==> src/scr_pkg.sv <==
/*
 * Package of the serial channel register map: offsets, field positions,
 * reset values and the carrier structs shared by the design files.
 * Assumes a single 100 MHz clock domain and a synchronous active-low reset.
 */
package scr_pkg;
    // ----------------------------------------------------------------
    // Register offsets
    // ----------------------------------------------------------------
    localparam logic [2:0] OFS_DATA      = 3'h0;
    localparam logic [2:0] OFS_INT_EN    = 3'h1;
    localparam logic [2:0] OFS_IDENT     = 3'h2;
    localparam logic [2:0] OFS_LINE_SET  = 3'h3;
    localparam logic [2:0] OFS_MODEM_CTL = 3'h4;
    localparam logic [2:0] OFS_LINE_ST   = 3'h5;
    localparam logic [2:0] OFS_MODEM_ST  = 3'h6;
    localparam logic [2:0] OFS_SCRATCH   = 3'h7;

    // ----------------------------------------------------------------
    // Field positions
    // ----------------------------------------------------------------
    localparam int FC_ENABLE   = 0;
    localparam int FC_RX_FLUSH = 1;
    localparam int FC_TX_FLUSH = 2;
    localparam int FC_DMA_MODE = 3;
    localparam int FC_TRIG_LO  = 6;
    localparam int FC_TRIG_HI  = 7;
    localparam int LS_DIV_SEL  = 7;

    // ----------------------------------------------------------------
    // Reset values and sizes
    // ----------------------------------------------------------------
    localparam logic [7:0] RST_BYTE      = 8'h00;
    localparam logic [3:0] INT_EN_MASK   = 4'hF;
    localparam logic [5:0] MODEM_CTL_MSK = 6'h3F;
    localparam int         FIFO_DEPTH    = 4;
    localparam int         FIFO_WIDTH    = 8;
    localparam logic [4:0] TRIG_1        = 5'h01;
    localparam logic [4:0] TRIG_4        = 5'h04;
    localparam logic [4:0] TRIG_8        = 5'h08;
    localparam logic [4:0] TRIG_14       = 5'h0E;

    // ----------------------------------------------------------------
    // Carriers
    // ----------------------------------------------------------------
    typedef struct packed {
        logic       rd;
        logic       wr;
        logic [2:0] addr;
        logic [7:0] wdata;
    } scr_bus_req_t;

    typedef struct packed {
        logic [1:0] trig;
        logic       dma_mode;
        logic       enable;
    } scr_fifo_ctl_t;
endpackage

==> src/scr_fifo.sv <==
/*
 * Small flip-flop FIFO with valid/ready on both sides and a flush input.
 * Assumes flush and traffic share the clock of the instantiating block.
 */
`timescale 1ns/1ps
module scr_fifo #(
    parameter int WIDTH = 8,
    parameter int DEPTH = 4
) (
    input  wire logic             clock_i,
    input  wire logic             rst_n_i,
    input  wire logic             flush_i,
    input  wire logic             in_valid_i,
    output logic                  in_ready_o,
    input  wire logic [WIDTH-1:0] in_data_i,
    output logic                  out_valid_o,
    input  wire logic             out_ready_i,
    output logic      [WIDTH-1:0] out_data_o,
    output logic      [$clog2(DEPTH):0] count_o
);
    localparam int AW = $clog2(DEPTH);
    logic [WIDTH-1:0] mem_r [DEPTH];
    logic [AW-1:0]    wp_r, wp_nxt, rp_r, rp_nxt;
    logic [AW:0]      cnt_r, cnt_nxt;
    logic             push, pop;

    assign in_ready_o  = (cnt_r != (AW+1)'(DEPTH));
    assign out_valid_o = (cnt_r != '0);
    assign out_data_o  = mem_r[rp_r];
    assign count_o     = cnt_r;
    assign push        = in_valid_i && in_ready_o;
    assign pop         = out_valid_o && out_ready_i;

    always_comb begin
        wp_nxt  = push ? wp_r + 1'b1 : wp_r;
        rp_nxt  = pop ? rp_r + 1'b1 : rp_r;
        cnt_nxt = cnt_r + (AW+1)'(push) - (AW+1)'(pop);
        if (flush_i) begin
            wp_nxt  = '0;
            rp_nxt  = '0;
            cnt_nxt = '0;
        end
    end

    always_ff @(posedge clock_i) begin
        if (!rst_n_i) begin
            wp_r  <= '0;
            rp_r  <= '0;
            cnt_r <= '0;
        end else begin
            wp_r  <= wp_nxt;
            rp_r  <= rp_nxt;
            cnt_r <= cnt_nxt;
            if (push && !flush_i) begin
                mem_r[wp_r] <= in_data_i;
            end
        end
    end
endmodule // scr_fifo

==> src/scr_regs.sv <==
/*
 * Register map and FIFO control of one serial channel.
 * Assumes the host drives a synchronous 3-bit address, read and write strobes,
 * and that the receiver and transmitter engines sit outside this block.
 */
`timescale 1ns/1ps
// Functional notes
// - Eight byte registers, selected by a 3-bit address, carry all access.
// - Line settings bit 7 redirects offsets 0 and 1 to the divisor bytes.
// - Offset 2 writes FIFO control and reads interrupt identification.
// - FIFO control bit 0 enables both FIFOs; toggling it empties both. Both 4-byte FIFOs here still queue data while bit 0 is clear.
// - Writes with bit 0 clear leave other FIFO control bits unchanged.
// - Bit 1 flushes the receive FIFO only, and clears itself.
// - Bit 2 flushes the transmit FIFO only, and clears itself.
// - With FIFOs enabled, bit 3 selects DMA ready signalling mode 1.
// - FIFO control bits 4 and 5 are reserved and ignored.
// - Bits 7:6 set receive threshold to 1, 4, 8 or 14 bytes.
// - Bit 0 of each data register is the first serial bit.
// - Without FIFOs, identification bits 3, 7:6 and line state bit 7 read zero.
// - Identification bits 7:6 read set while FIFO enable is set.
module scr_regs (
    input  wire logic                  clock_i,
    input  wire logic                  rst_n_i,
    input  wire scr_pkg::scr_bus_req_t bus_i,
    output logic                [7:0]  rdata_o,
    input  wire logic                  rx_valid_i,
    input  wire logic           [7:0]  rx_data_i,
    output logic                       rx_ready_o,
    output logic                       tx_valid_o,
    output logic                [7:0]  tx_data_o,
    input  wire logic                  tx_ready_i,
    input  wire logic           [3:0]  int_id_i,
    input  wire logic           [7:0]  line_state_i,
    input  wire logic           [7:0]  modem_state_i,
    output logic               [15:0]  divisor_o,
    output logic                [7:0]  line_settings_o,
    output logic                [5:0]  modem_control_o,
    output logic                [3:0]  interrupt_enable_o,
    output scr_pkg::scr_fifo_ctl_t     fifo_ctl_o,
    output logic                       rx_trigger_hit_o,
    output logic                       receive_ready_out_o,
    output logic                       transmit_ready_out_o
);
    import scr_pkg::*;

    // ----------------------------------------------------------------
    // Register state
    // ----------------------------------------------------------------
    logic [7:0]    div_lo_r, div_lo_nxt, div_hi_r, div_hi_nxt;
    logic [7:0]    lset_r, lset_nxt, scratch_r, scratch_nxt;
    logic [3:0]    ien_r, ien_nxt;
    logic [5:0]    mctl_r, mctl_nxt;
    scr_fifo_ctl_t fctl_r, fctl_nxt;
    logic          rx_flush, tx_flush, div_sel, tx_push, rx_pop;
    logic [2:0]    rx_cnt, tx_cnt;
    logic [4:0]    trig_lvl;
    logic [7:0]    rx_head;
    logic          rx_has, tx_room;

    function automatic logic [4:0] trig_bytes(input logic [1:0] sel);
        case (sel)
            2'h0:    trig_bytes = TRIG_1;
            2'h1:    trig_bytes = TRIG_4;
            2'h2:    trig_bytes = TRIG_8;
            default: trig_bytes = TRIG_14;
        endcase
    endfunction

    assign div_sel = lset_r[LS_DIV_SEL];

    // ----------------------------------------------------------------
    // Write decode
    // ----------------------------------------------------------------
    always_comb begin
        div_lo_nxt  = div_lo_r;
        div_hi_nxt  = div_hi_r;
        lset_nxt    = lset_r;
        scratch_nxt = scratch_r;
        ien_nxt     = ien_r;
        mctl_nxt    = mctl_r;
        fctl_nxt    = fctl_r;
        rx_flush    = 1'b0;
        tx_flush    = 1'b0;
        tx_push     = 1'b0;
        if (bus_i.wr) begin
            case (bus_i.addr)
                OFS_DATA: begin
                    if (div_sel) begin
                        div_lo_nxt = bus_i.wdata;
                    end else begin
                        tx_push = 1'b1;
                    end
                end
                OFS_INT_EN: begin
                    if (div_sel) begin
                        div_hi_nxt = bus_i.wdata;
                    end else begin
                        ien_nxt = bus_i.wdata[3:0] & INT_EN_MASK;
                    end
                end
                OFS_IDENT: begin
                    if (bus_i.wdata[FC_ENABLE] != fctl_r.enable) begin
                        rx_flush = 1'b1;
                        tx_flush = 1'b1;
                    end
                    fctl_nxt.enable = bus_i.wdata[FC_ENABLE];
                    if (bus_i.wdata[FC_ENABLE]) begin
                        if (bus_i.wdata[FC_RX_FLUSH]) begin
                            rx_flush = 1'b1;
                        end
                        if (bus_i.wdata[FC_TX_FLUSH]) begin
                            tx_flush = 1'b1;
                        end
                        fctl_nxt.dma_mode = bus_i.wdata[FC_DMA_MODE];
                        // threshold select, bits 4 and 5 ignored
                        fctl_nxt.trig = bus_i.wdata[FC_TRIG_HI:FC_TRIG_LO];
                    end
                end
                OFS_LINE_SET: lset_nxt = bus_i.wdata;
                OFS_MODEM_CTL: mctl_nxt = bus_i.wdata[5:0] & MODEM_CTL_MSK;
                OFS_SCRATCH: scratch_nxt = bus_i.wdata;
                default: ;
            endcase
        end
    end

    always_ff @(posedge clock_i) begin
        if (!rst_n_i) begin
            lset_r <= RST_BYTE;
            ien_r  <= RST_BYTE[3:0];
            mctl_r <= RST_BYTE[5:0];
            fctl_r <= scr_fifo_ctl_t'(RST_BYTE[3:0]);
        end else begin
            lset_r <= lset_nxt;
            ien_r  <= ien_nxt;
            mctl_r <= mctl_nxt;
            fctl_r <= fctl_nxt;
        end
        div_lo_r    <= div_lo_nxt;
        div_hi_r    <= div_hi_nxt;
        scratch_r   <= scratch_nxt;
    end

    // ----------------------------------------------------------------
    // Data FIFOs
    // ----------------------------------------------------------------
    assign rx_pop = bus_i.rd && (bus_i.addr == OFS_DATA) && !div_sel;

    scr_fifo #(.WIDTH(FIFO_WIDTH), .DEPTH(FIFO_DEPTH)) u_rx_fifo (
        .clock_i     (clock_i),
        .rst_n_i     (rst_n_i),
        .flush_i     (rx_flush),
        .in_valid_i  (rx_valid_i),
        .in_ready_o  (rx_ready_o),
        .in_data_i   (rx_data_i),
        .out_valid_o (rx_has),
        .out_ready_i (rx_pop),
        .out_data_o  (rx_head),
        .count_o     (rx_cnt)
    );

    scr_fifo #(.WIDTH(FIFO_WIDTH), .DEPTH(FIFO_DEPTH)) u_tx_fifo (
        .clock_i     (clock_i),
        .rst_n_i     (rst_n_i),
        .flush_i     (tx_flush),
        .in_valid_i  (tx_push),
        .in_ready_o  (tx_room),
        .in_data_i   (bus_i.wdata),
        .out_valid_o (tx_valid_o),
        .out_ready_i (tx_ready_i),
        .out_data_o  (tx_data_o),
        .count_o     (tx_cnt)
    );

    // ----------------------------------------------------------------
    // Read mux and status
    // ----------------------------------------------------------------
    logic [7:0] rdata_r, rdata_nxt;
    always_comb begin
        rdata_nxt = 8'h00;
        if (bus_i.rd) begin
            case (bus_i.addr)
                OFS_DATA:      rdata_nxt = div_sel ? div_lo_r : rx_head;
                OFS_INT_EN:    rdata_nxt = div_sel ? div_hi_r : {4'h0, ien_r};
                OFS_IDENT:     rdata_nxt = {{2{fctl_r.enable}}, 2'b00,
                                            int_id_i[3] & fctl_r.enable, int_id_i[2:0]};
                OFS_LINE_SET:  rdata_nxt = lset_r;
                OFS_MODEM_CTL: rdata_nxt = {2'b00, mctl_r};
                OFS_LINE_ST:   rdata_nxt = {line_state_i[7] & fctl_r.enable, line_state_i[6:0]};
                OFS_MODEM_ST:  rdata_nxt = modem_state_i;
                OFS_SCRATCH:   rdata_nxt = scratch_r;
                default:       rdata_nxt = 8'h00;
            endcase
        end
    end

    always_ff @(posedge clock_i) begin
        if (!rst_n_i) begin
            rdata_r <= RST_BYTE;
        end else begin
            rdata_r <= rdata_nxt;
        end
    end

    assign rdata_o            = rdata_r;
    assign divisor_o          = {div_hi_r, div_lo_r};
    assign line_settings_o    = lset_r;
    assign modem_control_o    = mctl_r;
    assign interrupt_enable_o = ien_r;
    assign fifo_ctl_o         = fctl_r;
    assign trig_lvl           = trig_bytes(fctl_r.trig);
    assign rx_trigger_hit_o   = fctl_r.enable && ({2'b00, rx_cnt} >= trig_lvl);

    always_comb begin
        if (fctl_r.enable && fctl_r.dma_mode) begin
            receive_ready_out_o  = rx_trigger_hit_o;
            transmit_ready_out_o = tx_room;
        end else begin
            receive_ready_out_o  = rx_has;
            transmit_ready_out_o = (tx_cnt == 3'h0);
        end
    end
endmodule // scr_regs

==> config.mk <==
export PLATFORM = sky130hd
export DESIGN_NAME = scr_regs
export DESIGN_NICKNAME = d
export VERILOG_FILES = /design/src/scr_pkg.sv /design/src/scr_fifo.sv /design/src/scr_regs.sv
export SDC_FILE = /design/constraint.sdc
export NUM_CORES = 1
export LEC_CHECK = 0
export ABC_AREA = 1
export CAP_MARGIN = 20
export CELL_PAD_IN_SITES_DETAIL_PLACEMENT = 0
export CELL_PAD_IN_SITES_GLOBAL_PLACEMENT = 1
export CORE_UTILIZATION = 52
export DETAILED_ROUTE_END_ITERATION = 7
export DONT_BUFFER_PORTS = 1
export PLACE_DENSITY = 0.89
export SLEW_MARGIN = 20
export SYNTH_ARGS = -nofsm -noshare
export SYNTH_HDL_FRONTEND = slang
export SYNTH_HIERARCHICAL = 1
export SYNTH_SLANG_ARGS = --single-unit
==> constraint.sdc <==
create_clock -name clock_i -period 3.9 [get_ports clock_i]
set_input_delay 0.195 -clock clock_i [delete_from_list [all_inputs] [get_ports clock_i]]
set_output_delay 0.195 -clock clock_i [all_outputs]
set_load 0.02 [all_outputs]
==> results.cfg, run 1 <==
[sta]
hold_violations = 0
maxSlewViolCount = 0
fmax_ghz = 0.354
fin_crit_sh = 0.725
relSlewSlack = 0.440
finalSetupTns_ns = 0
rsz0062_at_grt = false
holdWs_ns = 0.0332
worst_pin_slew_ns = 0.838
layout_setup_ws_ns = 1.07
finalSetupViolCount = 0
finClkSkew_ns = 0.00633
fin_crit_ns = 2.83

[placement]
place_area_um2 = 6130
dp_cells = 750
dpl.hpwl_mm = 10.2
place_ws_ns = 1.15
port_buffers = 0
routabilityCongestion = 0.862

[routing]
first_iter_violations = 475
totalWireLength_mm = 14.9
postRouteAntennaNets = 0
via_count = 4514
drc_errors = 0
drtPass1Iterations = 5
viasPerCell = 5.63
wire_per_inst_um = 18.5

[yosys]
avgSynthCellArea_um2 = 9.71
ys_warn_count = 6
netlist_top_cells_area = edfxtp_1 44%, dfxtp_1 16%, nand2_1 6.7%
yosysSeqAreaShare = 0.594
synth_top_area_share = 0.435
synth-edff-count = 88
async_flop_share = 0
syn_area_um2 = 6070
synth_ff_type = edfxtp_1
synth_cell_types = 36
syn_nets = 687
ys_ff_latch = 136
synth_top_area_cell = edfxtp_1
postSynthCellCount = 625

[setup_path]
worstSetupPathType = flip-flop to flip-flop
required_ns = 4.20
critPathCaptureType = flip-flop
critPathLaunchType = flip-flop
arrival_ns = 3.13
r2r_setup_slack_ns = 1.07
crit_chain = clkinv_1 -> buf_4 -> nand2_1 -> nor2_1 -> a21boi_0 -> ha_1 -> inv_1 -> ha_1 -> inv_1 -> fa_1 -> o21ai_0 -> nor2_1
slowest_delay_ns = 0.87
worstPathMaxFanout = 19
crit_slowest_cell = dfxtp_1

[finish]
nets = 708
synthToLayoutAreaGrowth_pct = 15.0
design_area_um2 = 6980
antenna_cells = 0
instances_no_fill = 802
fin_util = 0.611
drive_gt1_frac = 0.0941

[global_route]
grt_max_degree = 26
grt_pass1_vias = 4179
grt_pass1_wl_mm = 22.1
antenna_found_initial = 0
grt_usage = 0.256
grt-ovfl-total = 0

[cts]
numCtsBuffers = 17
path_clk_slew_ns = 0.06
htree_levels = 4
cts_tree = built
cts_root_buf = clkbuf_16
cts_buffer_depth = 2
clock_latency_ns = 0.42
cts_sinks = 136
ctsResizeCount = 0
postCtsSetupBuffers = 0
holdBufCountCts = 20

[floorplanning]
core_area_um2 = 11400
design.die.area_um2 = 12100
die_h_um = 110
ios = 104
initial_core_util = 0.532
fp-row-count = 39
die_width_um = 110

[worst_hold_path]
hold_path_class = input port to flip-flop

[flow_run]
timing.max_cap.violations = 0

[power]
power_mw = 3.96
power.leakage_nw = 2.68
p_per_area_nw_per_um2 = 568
ir_drop_mv = 0.464

[run_status]
status = finished, final reports clean
-- cell usage in the layout, fill, tap and decap left out, drive strengths merged, types with 2 or more instances in the layout --
cell type / Yosys / routed
a21boi: 3 / 3
a21oi: 32 / 32
buf: 15 / 2
bufinv: 0 / 4
clkbuf: 5 / 18
clkinv: 2 / 5
dfxtp: 48 / 48
dlygate4sd3: 0 / 20
edfxtp: 88 / 88
fa: 2 / 2
ha: 15 / 15
inv: 62 / 68
nand2: 112 / 112
nand3: 26 / 26
nand4: 20 / 20
nor2: 99 / 99
nor3: 7 / 7
o21ai: 69 / 69
o22ai: 16 / 16
-- cell usage after synthesis (2+ instances only) --
cell type  instances
nand2_1          108
nor2_1            94
edfxtp_1          88
o21ai_0           61
inv_1             57
dfxtp_1           48
a21oi_1           32
nand3_1           25
nand4_1           19
o22ai_1           16
ha_1              15
buf_6              6
o21ai_2            6
buf_2              5
clkbuf_1           5
inv_2              5
nor3_1             5
a21boi_0           3
nand2_2            3
nor2_2             3
buf_1              2
buf_4              2
fa_1               2
nor3_4             2
o21ai_1            2
-- final timing paths --
path,from,to,cells past startpoint
worst min register to register,u_rx_fifo/rp_r[0],flip-flop,2
worst max-delay path,line_settings_o[7],u_rx_fifo/count_o[2],12
worst max register to register,line_settings_o[7],u_rx_fifo/count_o[2],12
worst min-delay path,rst_n_i,u_tx_fifo/wp_r[1],4
-- power by group --
part | switching [mW] | internal (mW)
clock | 0.639 | 1.09
combinational | 0.372 | 0.173
sequential | 0.0906 | 1.60
total | 1.10 | 2.86
-- routing by layer --
layer	share of wire	wire length (um)	global-route usage
met1	0.41	6070	0.325
met2	0.48	7070	0.404
met3	0.096	1420	0.0917
met4	0.020	294	0.0914
met5	0	0	0
-- critical path, delay by kind of cell (launching register included) --
family | cells | cell delay (ns)
adder cells (fa/ha/maj) | 3 | 0.77
AND/OR/NAND/NOR | 3 | 0.20
buffers and inverters | 4 | 0.51
AO/OA/AOI/OAI | 2 | 0.37
flip-flops | 1 | 0.87
-- flip-flops by register name (all words and copies together) (netlist names), 3 cells and up, named ones only --
signal	cells
div_hi_r	8
rdata_o	8
u_tx_fifo/mem_r	32
fifo_ctl_o	4
line_settings_o	8
modem_control_o	6
u_rx_fifo/mem_r	32
scratch_r	8
u_rx_fifo/count_o	3
interrupt_enable_o	4
u_tx_fifo/count_o	3
div_lo_r	8
-- cell families after synthesis --
kind of cell,count (synthesis),share of synthesized area
flops,136,0.594
compound gates,121,0.108
fa+ha+maj,17,0.0375
xor+xnor,1,0.00144
mux,1,0.00186
buf+inv,84,0.0618
simple gates,265,0.195
-- area by class of cell --
class	instances	area, um2
well taps	143	179
inverters	64	241
multi-input cells	405	2100
clock inverters	14	211
flip-flops and latches	136	3600
clock buffers	18	429
fillers	951	4440
repair buffers	22	215
Power figures use the tool's default switching activity.
==> run 2: changes to the inputs <==
Settings changed: CORE_UTILIZATION 52 to 48, PLACE_DENSITY 0.89 to 0.83.
Clock period 3.9 ns to 3 ns, I/O delays scaled along.
==> run 2 against run 1 <==
  * First-iteration DRC count down 31%
  * Clock-buffer cell count is 4 higher
  * Combinational power grew 30%
  * Sequential power is 30% higher
  * Sequential cell count unchanged
  * Core utilization is 3.6 points lower
  * Die area is 8.2% higher
  * Register-to-register slack got worse by 0.28 ns
  * Largest power group is now sequential cells
  * Highest routed layer unchanged
==> results.cfg, run 2 (synthesis gave the netlist of run 1 again) <==
[sta]
finalSetupTns_ns = 0
layout_setup_ws_ns = 0.517
finClkSkew_ns = 0.00908
fmax_ghz = 0.403
fin_crit_ns = 2.48
hold_violations = 0
worst_pin_slew_ns = 0.809
maxSlewViolCount = 0
rsz0062_at_grt = false
finalSetupViolCount = 0
relSlewSlack = 0.459
fin_crit_sh = 0.828

[setup_path]
timing.rr.end = u_tx_fifo/count_o[2]
critPathLaunchType = input port
worstPathMaxFanout = 11
startpoint = bus_i[0]
arrival_ns = 2.52
endpoint = u_tx_fifo/mem_r[3][3]
r2r_setup_slack_ns = 0.79
required_ns = 3.04
worstReg2RegStart = line_settings_o[7]
r2r_cells = 10
critPathCaptureType = flip-flop
worstSetupPathType = input port to flip-flop

[routing]
first_iter_violations = 328
via_count = 4559
wire_per_inst_um = 18.6
viasPerCell = 5.47
postRouteAntennaNets = 0
drtPass1Iterations = 6
totalWireLength_mm = 15.5
drc_errors = 0

[finish]
design_area_um2 = 6990
mostFrequentLayoutCells = 108 x nand2_1, 94 x nor2_1, 88 x edfxtp_1, 61 x o21ai_0, 57 x inv_1
antenna_cells = 0
synthToLayoutAreaGrowth_pct = 15.2
reg_top3 = u_rx_fifo/mem_r: 32 flops, u_tx_fifo/mem_r: 32 flops
nets = 715
drive_gt1_frac = 0.0901
layout_commonest_cell = nand2_1
n_fill_cell = 1040

[global_route]
grt_max_degree = 26
grt_pass1_vias = 4375
grt-ovfl-total = 0
antenna_found_initial = 0
grt_pass1_wl_mm = 24.2
grt_usage = 0.252

[flow_run]
timing.max_cap.violations = 0

[placement]
routabilityCongestion = 0.842
place_area_um2 = 6200
port_buffers = 0
place_ws_ns = 0.578
dpl.hpwl_mm = 10.9

[run_status]
status = finished, final reports clean

[floorplanning]
fp-row-count = 40
initial_core_util = 0.499
die_h_um = 114
ios = 104
design.die.area_um2 = 13100
die_width_um = 114
core_area_um2 = 12200

[power]
ir_drop_mv = 0.264
p_per_area_nw_per_um2 = 703
power_mw = 4.92
power.leakage_nw = 2.69

[cts]
numCtsBuffers = 17
htree_levels = 4
ctsResizeCount = 0
clock_latency_ns = 0.41
cts_sinks = 136
cts_root_buf = clkbuf_16
cts_buffer_depth = 2
path_clk_slew_ns = 0.06
cts_tree = built

[worst_hold_path]
hold_path_class = input port to flip-flop
[run 2: worst max-delay path, stage by stage]
cell	delay (ns)
dlygate4sd3_1	0.80
nand3_4	0.21
clkinv_2	0.10
nand2_1	0.07
nand2_1	0.06
nor2_2	0.31
nand3_1	0.23
nor2_1	0.61
[run 2: final cells by class]
| class | count | area [um2] | area share |
|---|---|---|---|
| Sequential cell | 136 | 3600 | 0.515 |
| Multi-Input combinational cell | 405 | 2090 | 0.299 |
| Clock buffer | 22 | 474 | 0.0678 |
| Timing Repair Buffer | 29 | 273 | 0.0390 |
| Inverter | 64 | 241 | 0.0345 |
| Tap cell | 168 | 210 | 0.0301 |
| Clock inverter | 10 | 101 | 0.0145 |
[run 2: report_power, final]
part	total, mW	switching (mW)	internal (mW)
clock network	2.01	0.735	1.28
logic	0.711	0.486	0.225
registers	2.19	0.111	2.08
[run 2: routing by layer]
| metal | wire length (um) | track usage | part of all wire |
|---|---|---|---|
| met3 | 1520 | 0.0805 | 0.098 |
| met5 | 0 | 0 | 0 |
| met4 | 198 | 0.0831 | 0.013 |
| met1 | 6270 | 0.319 | 0.40 |
| met2 | 7550 | 0.411 | 0.49 |
[run 2: metrics by stage]
step | hold slack [ns] | utilization | std cells
floorplan | 0.249 | - | 625
global placement | 0.249 | 0.510 | 780
detailed placement | 0.249 | 0.510 | 780
CTS | 0.00127 | 0.575 | 834
global route | 0.0358 | 0.575 | 834
finish | 0.0179 | 0.575 | 834
[run 2: timing repair]
item	in CTS	in global routing
hold endpoints to repair	117	0
hold buffers	22	0
setup buffers	0	0
[run 2: worst min path at each step]
stage | start | end | cells past startpoint
after detailed placement | rx_data_i[2] | u_rx_fifo/mem_r[1][2] | 0
after floorplan | bus_i[0] | div_hi_r[0] | 0
after CTS | int_id_i[1] | rdata_o[1] | 4
after global routing | int_id_i[1] | rdata_o[1] | 4
final | int_id_i[1] | rdata_o[1] | 4
after global placement | rx_data_i[2] | u_rx_fifo/mem_r[3][2] | 0
==> run 3: changes to the inputs <==
Settings changed: CORE_UTILIZATION 48 to 44, PLACE_DENSITY 0.83 to 0.81.
Clock period 3 ns to 2.1 ns, I/O delays scaled along.
==> run 3 against run 2 <==
  * Power increased by 42%
  * Register-to-register slack got worse by 0.65 ns
  * Hold slack got worse by 0.0023 ns
  * Die area increased by 8.9%
  * Design area increased by 3.5%
  * Combinational power increased by 52%
  * Largest cell class unchanged
  * Clock skew increased by 0.0011 ns
  * Highest routed layer unchanged
  * Clock-buffer cell count decreased by 4
==> results.cfg, run 3 (synthesis gave the netlist of run 1 again) <==
[placement]
place_ws_ns = 0.0368
port_buffers = 0
dp_cells = 800
dpl.hpwl_mm = 10.3
place_area_um2 = 6340
routabilityCongestion = 0.874

[power]
p_per_area_nw_per_um2 = 961
ir_drop_mv = 0.585
power.leakage_nw = 2.80

[routing]
first_iter_violations = 262
totalWireLength_mm = 15.2
viasPerCell = 5.30
drc_errors = 0
postRouteAntennaNets = 0
drtPass1Iterations = 5
wire_per_inst_um = 17.5
via_count = 4593

[floorplanning]
ios = 104
core_area_um2 = 13300
design.die.area_um2 = 14300
fp-row-count = 42
die_h_um = 119
initial_core_util = 0.455
die_width_um = 119

[global_route]
grt_usage = 0.223
grt_pass1_vias = 4450
antenna_found_initial = 0
grt_pass1_wl_mm = 23.7
grt-ovfl-total = 0
grt_max_degree = 24

[cts]
path_clk_slew_ns = 0.06
clock_latency_ns = 0.42
cts_buffer_depth = 2
numCtsBuffers = 17
htree_levels = 4
cts_sinks = 136
cts_tree = built
cts_root_buf = clkbuf_16

[setup_path]
critical-path-top-delay-family = adder cells
worstSetupPathType = flip-flop to flip-flop
required_ns = 2.45
critPathCaptureType = flip-flop
slowest_delay_ns = 0.40
arrival_ns = 2.32
critPathLaunchType = flip-flop
crit_slowest_cell = dfxtp_1
crit_buf_inv = 3
cp_common_cell = inv_1
worstPathMaxFanout = 5
crit_chain = inv_1 -> a21boi_0 -> ha_1 -> inv_1 -> ha_1 -> inv_1 -> fa_1 -> nand3_1 -> nand2_1 -> nor2_1

[finish]
design_area_um2 = 7240
mostFrequentLayoutCells = 107 x nand2_1, 93 x nor2_1, 88 x edfxtp_1, 60 x o21ai_0, 56 x inv_1
instances_no_fill = 866
nets = 739
synthToLayoutAreaGrowth_pct = 19.3
layout_commonest_cell = nand2_1
drive_gt1_frac = 0.132
antenna_cells = 0
reg_top3 = u_rx_fifo/mem_r: 32 flops, u_tx_fifo/mem_r: 32 flops

[sta]
fin_crit_sh = 0.935
layout_setup_ws_ns = 0.137
fin_crit_ns = 1.96
hold_violations = 0
fmax_ghz = 0.509
finalSetupViolCount = 0
maxSlewViolCount = 0
rsz0062_at_grt = true
worst_pin_slew_ns = 0.706
finClkSkew_ns = 0.0102
relSlewSlack = 0.528

[flow_run]
timing.max_cap.violations = 0

[worst_hold_path]
hold_path_class = input port to flip-flop

[run_status]
status = finished, final reports clean
run 3: cell types whose count changed in the layout (fill, tap and decap cells not counted), sizes merged:
cell          delta
clkbuf           -4
bufinv           -1
inv              +1
buf             +15
dlymetal6s4s     +1
clkinvlp         +4
dlygate4sd3      +8
run 3: stage by stage:
stage	hold slack (ns)	power (mW)	util	TNS [ns]
final	0.0156	6.96	0.542	0
after CTS	0.000798	7.00	0.540	0
after detailed placement	0.204	4.16	0.475	0
after global placement	0.204	4.11	0.475	0
after global routing	0.0237	7.27	0.542	-0.0216
after floorplan	0.204	3.99	-	0
run 3: worst reg2reg max path, stage by stage, from the launching register on:
cell      delay [ns]
dfxtp_1         0.40
inv_1           0.10
a21boi_0        0.24
ha_1            0.27
inv_1           0.06
ha_1            0.14
inv_1           0.05
fa_1            0.39
nand3_1         0.10
nand2_1         0.06
nor2_1          0.09
run 3: metal layers:
metal,part of all wire,global-route usage,up-vias
met4,0.018,0.0828,0
met1,0.41,0.274,2149
li1,-,-,2239
met2,0.48,0.356,181
met3,0.090,0.0848,24
met5,0,0,-
run 3: cell type report:
cell class                      instances  area [um2]
Fill cell                            1177        6110
Sequential cell                       136        3610
Multi-Input combinational cell        405        2120
Timing Repair Buffer                   53         478
Clock buffer                           18         429
Inverter                               64         250
Tap cell                              176         220
Clock inverter                         14         126
run 3: worst paths after layout:
path | start | end | slack [ns] | depth (start not counted)
max reg2reg | u_tx_fifo/count_o[2] | u_tx_fifo/count_o[2] | 0.14 | 10
min | bus_i[12] | rdata_o[6] | 0.02 | 4
min reg2reg | u_rx_fifo/rp_r[0] | flip-flop | 0.48 | 2
max | u_tx_fifo/count_o[2] | u_tx_fifo/count_o[2] | 0.14 | 10
run 3: power breakdown:
group / switching [mW] / internal [mW] / leakage (nW)
logic: 0.724 / 0.353 / 1.35
clock network: 1.11 / 1.63 / 0.262
registers: 0.160 / 2.98 / 1.19
total: 2.00 / 4.96 / 2.80
run 3: what timing repair did:
action / 4_1_cts / 5_1_grt
resized for setup: 0 / 7
endpoints found under the setup margin: 0 / 38
buffers inserted: 0 / 3
endpoints found under the hold margin: 124 / 0
hold buffers: 31 / 0
